==> src/fifo_ctl_consts.svh <==
`ifndef FIFO_CTL_CONSTS_SVH
`define FIFO_CTL_CONSTS_SVH

// Data path and offset register geometry
`define FIFO_DATA_WIDTH     18
`define FIFO_DEPTH          8
`define OFFSET_WIDTH        12
`define OFFSET_FIELD_LSB    0
`define OFFSET_FIELD_MSB    11

// Offset register reset values (both thresholds)
`define EMPTY_OFFSET_RESET  12'h01F
`define FULL_OFFSET_RESET   12'h01F

// Fall-through: the first word moves out on the third read edge after the write
`define FALL_THROUGH_EDGES  2'h3

// Data output register reset value
`define DATA_OUT_RESET      18'h00000

`endif

==> src/fifo_ctl_pkg.sv <==
`default_nettype none

package fifo_ctl_pkg;

	typedef enum logic {
		mode_standard,
		mode_fall_through
	} timing_mode_e;

	// Standard unless the read-expansion pin is low and the write-expansion pin high
	function automatic timing_mode_e decode_mode(input logic rxi_n, input logic wxi_n);
		return (!rxi_n && wxi_n) ? mode_fall_through : mode_standard;
	endfunction : decode_mode

endpackage : fifo_ctl_pkg

`default_nettype wire

==> src/word_fifo.sv <==
`timescale 1ns/1ps
`default_nettype none

module word_fifo #(
	parameter int WIDTH = 18,
	parameter int DEPTH = 8,
	parameter int CW    = $clog2(DEPTH + 1)
) (
	input  wire logic             clock,
	input  wire logic             rst_n,
	input  wire logic             in_valid,
	output logic                  in_ready,
	input  wire logic [WIDTH-1:0] in_data,
	output logic                  out_valid,
	input  wire logic             out_ready,
	output logic      [WIDTH-1:0] out_data,
	output logic      [CW-1:0]    count
);

	localparam int AW = (DEPTH > 1) ? $clog2(DEPTH) : 1;

	logic [WIDTH-1:0] mem [DEPTH];
	logic [AW-1:0]    wr_ptr;
	logic [AW-1:0]    rd_ptr;
	logic             push;
	logic             pop;

	function automatic logic [AW-1:0] bump(input logic [AW-1:0] ptr);
		return (ptr == AW'(DEPTH - 1)) ? '0 : AW'(ptr + 1'b1);
	endfunction : bump

	assign in_ready  = (count != CW'(DEPTH));
	assign out_valid = (count != '0);
	assign out_data  = mem[rd_ptr];
	assign push      = in_valid && in_ready;
	assign pop       = out_valid && out_ready;

	always_ff @(posedge clock) begin
		if (push) begin
			mem[wr_ptr] <= in_data;
		end
	end

	always_ff @(posedge clock or negedge rst_n) begin
		if (!rst_n) begin
			wr_ptr <= '0;
			rd_ptr <= '0;
		end else begin
			if (push) begin
				wr_ptr <= bump(wr_ptr);
			end
			if (pop) begin
				rd_ptr <= bump(rd_ptr);
			end
		end
	end

	always_ff @(posedge clock or negedge rst_n) begin
		if (!rst_n) begin
			count <= '0;
		end else if (push && !pop) begin
			count <= CW'(count + 1'b1);
		end else if (pop && !push) begin
			count <= CW'(count - 1'b1);
		end
	end

endmodule : word_fifo

`default_nettype wire

==> src/offset_bank.sv <==
`timescale 1ns/1ps
`default_nettype none
`include "fifo_ctl_consts.svh"

module offset_bank #(
	parameter int OW = `OFFSET_WIDTH
) (
	input  wire logic          clock,
	input  wire logic          rst_n,
	input  wire logic          wr_en,
	input  wire logic [OW-1:0] wr_data,
	input  wire logic          rd_en,
	output logic      [OW-1:0] rd_data,
	output logic      [OW-1:0] empty_threshold,
	output logic      [OW-1:0] full_threshold
);

	// Separate pointers: low selects the empty threshold, high the full one
	logic wr_sel;
	logic rd_sel;

	always_ff @(posedge clock or negedge rst_n) begin
		if (!rst_n) begin
			empty_threshold <= `EMPTY_OFFSET_RESET;
			full_threshold  <= `FULL_OFFSET_RESET;
			wr_sel          <= 1'b0;
		end else if (wr_en) begin
			if (wr_sel) begin
				full_threshold <= wr_data;
			end else begin
				empty_threshold <= wr_data;
			end
			wr_sel <= !wr_sel;
		end
	end

	always_ff @(posedge clock or negedge rst_n) begin
		if (!rst_n) begin
			rd_sel <= 1'b0;
		end else if (rd_en) begin
			rd_sel <= !rd_sel;
		end
	end

	assign rd_data = rd_sel ? full_threshold : empty_threshold;
endmodule : offset_bank

`default_nettype wire

==> src/fifo_ctl.sv <==
`timescale 1ns/1ps
`default_nettype none
`include "fifo_ctl_consts.svh"

module fifo_ctl
	import fifo_ctl_pkg::*;
#(
	parameter int DW    = `FIFO_DATA_WIDTH,
	parameter int DEPTH = `FIFO_DEPTH
) (
	input  wire logic                       clock,
	input  wire logic                       rst_n,
	input  wire logic [DW-1:0]              data_in,
	input  wire logic                       write_en_n,
	input  wire logic                       read_en_n,
	input  wire logic                       load_offset_n,
	input  wire logic                       output_en_n,
	input  wire logic                       first_load_n,
	input  wire logic                       read_expansion_in_n,
	input  wire logic                       write_expansion_in_n,
	output logic      [DW-1:0]              data_out,
	output logic                            data_out_oe,
	output logic                            full_flag_n,
	output logic                            empty_flag_n,
	output logic                            half_full_n,
	output logic                            almost_full_n,
	output logic                            almost_empty_n,
	output fifo_ctl_pkg::timing_mode_e      timing_mode
);

	import fifo_ctl_pkg::*;

	localparam int CW = $clog2(DEPTH + 1);
	localparam int OW = `OFFSET_WIDTH;

	timing_mode_e   mode_q;
	logic           cfg_done;
	logic           mode_fall_through_mode;
	logic           fifo_in_ready;
	logic           fifo_out_valid;
	logic [DW-1:0]  fifo_out_data;
	logic [CW-1:0]  fifo_count;
	logic           wr_go;
	logic           pop;
	logic           std_read;
	logic           fall_through_mode_read;
	logic           fall_load;
	logic           ofs_wr;
	logic           ofs_rd;
	logic [OW-1:0]  ofs_rd_data;
	logic [OW-1:0]  empty_threshold;
	logic [OW-1:0]  full_threshold;
	logic [DW-1:0]  data_q;
	logic           or_valid;
	logic [1:0]     fall_wait;
	logic           fifo_full;

	function automatic logic words_at_most(input logic [CW-1:0] words, input logic [OW-1:0] lim);
		return {{(OW + 1 - CW){1'b0}}, words} <= {1'b0, lim};
	endfunction : words_at_most

	function automatic logic words_reach(input logic [CW-1:0] words, input logic [OW-1:0] off);
		return ({{(OW + 1 - CW){1'b0}}, words} + {1'b0, off}) >= (OW + 1)'(DEPTH);
	endfunction : words_reach

	// mode latched at release
	// The pins decode directly while reset holds so the empty pin shows the right level
	always_ff @(posedge clock or negedge rst_n) begin
		if (!rst_n) begin
			mode_q   <= mode_standard;
			cfg_done <= 1'b0;
		end else if (!cfg_done) begin
			mode_q   <= decode_mode(read_expansion_in_n, write_expansion_in_n);
			cfg_done <= 1'b1;
		end
	end

	assign timing_mode = cfg_done ? mode_q : decode_mode(read_expansion_in_n, write_expansion_in_n);
	assign mode_fall_through_mode   = (timing_mode == mode_fall_through);
	assign fifo_full   = (fifo_count == CW'(DEPTH));

	assign wr_go = load_offset_n && !write_en_n && fifo_in_ready;

	assign ofs_wr = !load_offset_n && !write_en_n;

	assign ofs_rd = !load_offset_n && !read_en_n && !mode_fall_through_mode;

	assign std_read  = !mode_fall_through_mode && load_offset_n && !read_en_n && fifo_out_valid;
	assign fall_through_mode_read = mode_fall_through_mode && load_offset_n && !read_en_n && or_valid && fifo_out_valid;
	assign fall_load = mode_fall_through_mode && !or_valid && fifo_out_valid && (fall_wait == 2'(`FALL_THROUGH_EDGES - 1));
	assign pop       = std_read || fall_through_mode_read || fall_load;

	word_fifo #(
		.WIDTH(DW),
		.DEPTH(DEPTH),
		.CW   (CW)
	) u_store (
		.clock    (clock),
		.rst_n    (rst_n),
		.in_valid (load_offset_n && !write_en_n),
		.in_ready (fifo_in_ready),
		.in_data  (data_in),
		.out_valid(fifo_out_valid),
		.out_ready(pop),
		.out_data (fifo_out_data),
		.count    (fifo_count)
	);

	offset_bank #(
		.OW(OW)
	) u_offsets (
		.clock          (clock),
		.rst_n          (rst_n),
		.wr_en          (ofs_wr),
		.wr_data        (data_in[`OFFSET_FIELD_MSB:`OFFSET_FIELD_LSB]),
		.rd_en          (ofs_rd),
		.rd_data        (ofs_rd_data),
		.empty_threshold(empty_threshold),
		.full_threshold (full_threshold)
	);

	always_ff @(posedge clock or negedge rst_n) begin
		if (!rst_n) begin
			fall_wait <= 2'h0;
		end else if (!mode_fall_through_mode || or_valid || !fifo_out_valid || fall_load) begin
			fall_wait <= 2'h0;
		end else begin
			fall_wait <= 2'(fall_wait + 1'b1);
		end
	end

	// true read on empty clears or_valid and raises output-ready
	always_ff @(posedge clock or negedge rst_n) begin
		if (!rst_n) begin
			or_valid <= 1'b0;
		end else if (fall_load) begin
			or_valid <= 1'b1;
		end else if (mode_fall_through_mode && or_valid && load_offset_n && !read_en_n && !fifo_out_valid) begin
			or_valid <= 1'b0;
		end
	end

	always_ff @(posedge clock or negedge rst_n) begin
		if (!rst_n) begin
			data_q <= `DATA_OUT_RESET;
		end else if (pop) begin
			data_q <= fifo_out_data;
		end else if (ofs_rd) begin
			data_q <= DW'(ofs_rd_data);
		end
	end

	assign data_out    = data_q;
	assign data_out_oe = !output_en_n;

	// all inputs to the flags are flops, except the mode pins that the empty pin decodes while reset holds
	always_comb begin
		if (!cfg_done) begin
			full_flag_n = 1'b1;
		end else if (mode_fall_through_mode) begin
			full_flag_n = fifo_full && or_valid;
		end else begin
			full_flag_n = !fifo_full;
		end
	end

	// empty pin reset level by mode
	assign empty_flag_n = mode_fall_through_mode ? !or_valid : (fifo_count != '0);

	// Partial flags use memory occupancy only; they are not buffered further
	assign half_full_n    = !cfg_done || (fifo_count <= CW'(DEPTH / 2));
	assign almost_full_n  = !cfg_done || !words_reach(fifo_count, full_threshold);
	assign almost_empty_n = cfg_done && !words_at_most(fifo_count, empty_threshold);
endmodule : fifo_ctl

`default_nettype wire

==> config.mk <==
export PLATFORM = sky130hd
export DESIGN_NAME = fifo_ctl
export DESIGN_NICKNAME = d
export VERILOG_FILES = /design/src/fifo_ctl_pkg.sv /design/src/word_fifo.sv /design/src/offset_bank.sv /design/src/fifo_ctl.sv
export VERILOG_INCLUDE_DIRS = /design/src
export SDC_FILE = /design/constraint.sdc
export NUM_CORES = 1
export LEC_CHECK = 0
export BUFFER_PORTS_ARGS = -buffer_cell sky130_fd_sc_hd__buf_2
export CAP_MARGIN = 20
export CORE_UTILIZATION = 65
export CTS_CLUSTER_DIAMETER = 200
export DETAILED_ROUTE_END_ITERATION = 10
export MAX_ROUTING_LAYER = met4
export PLACE_DENSITY = 0.85
export SYNTH_ARGS = -nofsm -noshare
export SYNTH_HDL_FRONTEND = slang
export SYNTH_SLANG_ARGS = --single-unit
==> constraint.sdc <==
create_clock -name clock -period 8.9 [get_ports clock]
set_clock_uncertainty 0.05 [all_clocks]
set_input_delay 1.335 -clock clock [delete_from_list [all_inputs] [get_ports clock]]
set_output_delay 1.335 -clock clock [all_outputs]
set_load 0.1 [all_outputs]
==> impl_metrics.ini <==
[routing]
drc = 0
via_per_inst = 6.35
vias = 4677
drt_first_pass_iters = 5
drt_iter0_drc = 437
ant_nets = 0
wl_per_cell_um = 23.6
wl_um = 17400

[clocking]
htreeDepth = 1
postCtsSetupBuffers = 0
cts_resized = 0
cts_buffer_depth = 3
cts_tree = done
ctsHoldBuffers = 0
cts_sinks = 203
cts_root_buf = clkbuf_16
cts_buffers = 20
clkTransAtPathRegs_ns = 0.06
worstSkewPairLatency_ns = 0.48

[cells_and_area]
insertedDiodeCount = 0
final_util_pct = 76.2
fillers = 721
regArea_um2 = 5810
layout-drive-gt1-share_pct = 34.6
synthToLayoutAreaGrowth_pct = 13.6
multi_input_area_um2 = 2570
nNetsFinal = 595
final_area_um2 = 9650

[global_route]
track_usage_pct = 28.4
grt_pass1_vias = 4932
gr-total-overflow = 0
grt_start_max_net_pins = 60
antenna_found_initial = 0
grt_pass1_wl_um = 26800

[pwr]
power.density_nw_per_um2 = 346
finalPower_mw = 3.34
max-vdd-ir-drop_mv = 0.274
p_leak_nw = 3.59

[die]
fp.dieW_um = 116
io_pins = 52
die-height_um = 116
core_area_um2 = 12700
fp-row-count = 41
initial_utilization_pct = 67.0
die-area_um2 = 13500

[min_path]
hold_path_class = flop to flop

[synth]
yosysTopAreaCell = edfxtp_1
syn_area_per_cell_um2 = 17.5
synth_top_area_share_pct = 50.9
synth_nets = 530
ys_types = 53
synth_edf_count = 144
synth_area_um2 = 8490
synth-async-reset-ratio_pct = 29.1
synth_top_flop_cell = edfxtp_1
ys_ff_latch = 203
syn_inst = 485
netlist_top_cells_area = edfxtp_1 51%, dfrtp_1 14%, mux4_2 9.5%
yosysWarningCount = 0
ys_seq_area_share_pct = 68.4

[timing]
fin_crit_sh_pct = 55.9
period_needed_ns = 4.97
finalHoldViolCount = 0
slew_headroom_pct = 25.6
setup_tns_ns = 0
setup_viol = 0
rsz0062_at_grt = false
drv_slew = 0
worst_pin_slew_ns = 1.11
fmax_ghz = 0.201

[status]
status = finished, final reports clean

[place]
routabilityCongestion = 0.832
io_buffers = 50
placed_area_um2 = 8990
dp.final_hpwl_um = 10200

[setup_path]
reg2reg_to = u_store.count[3]$_DFFE_PN0P_
reg2reg_from = u_store.count[1]$_DFFE_PN0P_
reg2reg_depth = 12
cp.arrival_ns = 3.59
worstPathMaxFanout = 9
crit_path_end_kind = output pin
r2r_setup_slack_ns = 5.57
start_kind = flop
path_class = flop to output pin
worst-endpoint-required_ns = 7.52
timing.critical_path.from = u_store.count[1]$_DFFE_PN0P_
crit_end = almost_full_n

[flow_run]
drv_cap = 0
==> area by class of cell <==
type                            instances  share of cell area [%]
Multi-Input combinational cell        251                    26.7
Timing Repair Buffer                   64                    3.89
Tap cell                              172                    2.23
Clock inverter                          6                   0.570
Inverter                               10                   0.389
Sequential cell                       203                    60.2
Clock buffer                           30                    6.00
==> cell usage after synthesis, types with 2 or more instances <==
cell	count
a221o_2	3
a21o_1	3
xnor2_1	5
a31oi_1	2
nor4b_1	2
dfstp_2	10
ha_1	16
dfrtp_1	49
mux4_2	36
nor2b_1	3
and3_1	3
o21ai_0	9
edfxtp_1	144
nand2_1	22
o21a_1	2
nor3_1	9
nand2b_1	4
nor3b_1	2
nand3_1	2
nor2_1	24
nor4_1	2
a221o_1	9
o21bai_1	2
mux2i_1	26
mux2_2	37
nand4_1	2
clkbuf_1	8
inv_1	10
fa_1	2
a21oi_1	5
nand3b_1	2
buf_2	7
buf_6	2
buf_4	2
==> power by group <==
group | internal, mW | switching (mW) | leakage, nW
combinational | 0.457 | 0.730 | 1.27
clock | 0.479 | 0.330 | 0.315
sequential | 1.18 | 0.164 | 2.00
total | 2.12 | 1.22 | 3.59
==> worst min path at each step <==
stage | from | slack, ns | cells past startpoint | end
after floorplan | fall_wait[0]$_DFF_PN0_ | 0.35 | 1 | fall_wait[0]$_DFF_PN0_
after global placement | fall_wait[0]$_DFF_PN0_ | 0.36 | 1 | fall_wait[0]$_DFF_PN0_
after detailed placement | fall_wait[0]$_DFF_PN0_ | 0.37 | 1 | fall_wait[0]$_DFF_PN0_
after CTS | fall_wait[0]$_DFF_PN0_ | 0.38 | 1 | fall_wait[0]$_DFF_PN0_
after global routing | fall_wait[0]$_DFF_PN0_ | 0.39 | 1 | fall_wait[0]$_DFF_PN0_
final | fall_wait[0]$_DFF_PN0_ | 0.38 | 1 | fall_wait[0]$_DFF_PN0_
==> kinds of logic (layout without fill, tap and decap cells) <==
logic type,Yosys count,in the layout,synth area share [%]
flops,203,203,68.4
simple gates,81,81,4.66
fa+ha+maj,18,18,2.83
buf+inv,31,110,1.75
other cells,1,1,0.0442
compound gates,46,46,4.14
xor+xnor,6,6,0.619
mux,99,99,17.5
==> flip-flops by register name, indices dropped and copies added (netlist names) <==
register                   count
u_offsets.full_threshold      12
or_valid                       1
u_store.count                  4
fall_wait                      2
u_offsets.rd_sel               1
u_store.mem                  144
data_out                      18
u_store.rd_ptr                 3
cfg_done                       1
u_offsets.empty_threshold     12
mode_q                         1
u_store.wr_ptr                 3
u_offsets.wr_sel               1
==> cell usage in the layout, fill, tap and decap left out, types with 5 or more instances in the layout <==
cell type and n:
edfxtp_1 144, dfstp_2 10, clkbuf_16 21, buf_4 13, mux2_2 37, clkbuf_1 7, ha_1 16, o21ai_0 9
dfrtp_1 48, nand2_1 22, xnor2_1 5, nor3_2 5, a221o_1 9, clkinv_2 5, inv_1 10, buf_2 50
mux2i_1 26, mux4_2 36, a21oi_1 5, nor2_1 21
==> stage by stage <==
step	setup slack [ns]	instances	hold WS [ns]
after floorplan	2.65	485	0.352
after global placement	4.56	699	0.360
after detailed placement	4.55	699	0.366
after CTS	3.96	735	0.383
after global routing	3.79	736	0.393
final	3.93	736	0.382
==> per-layer routing <==
layer,global-route usage [%],up-vias,wire [um]
met2,46.9,184,8830
li1,-,2030,-
met5,-,-,0
met1,36.8,2424,7030
met4,8.89,0,482
met3,4.26,39,1070
==> critical path: stages, from the launching register on <==
cell	delay, ns
dfrtp_1	0.57
ha_1	0.30
a211oi_1	0.43
o21bai_1	0.21
a2111oi_0	0.43
a31oi_1	0.08
o41ai_1	0.55
buf_2	0.53
Note: power is estimated with default switching activity, not from simulation.
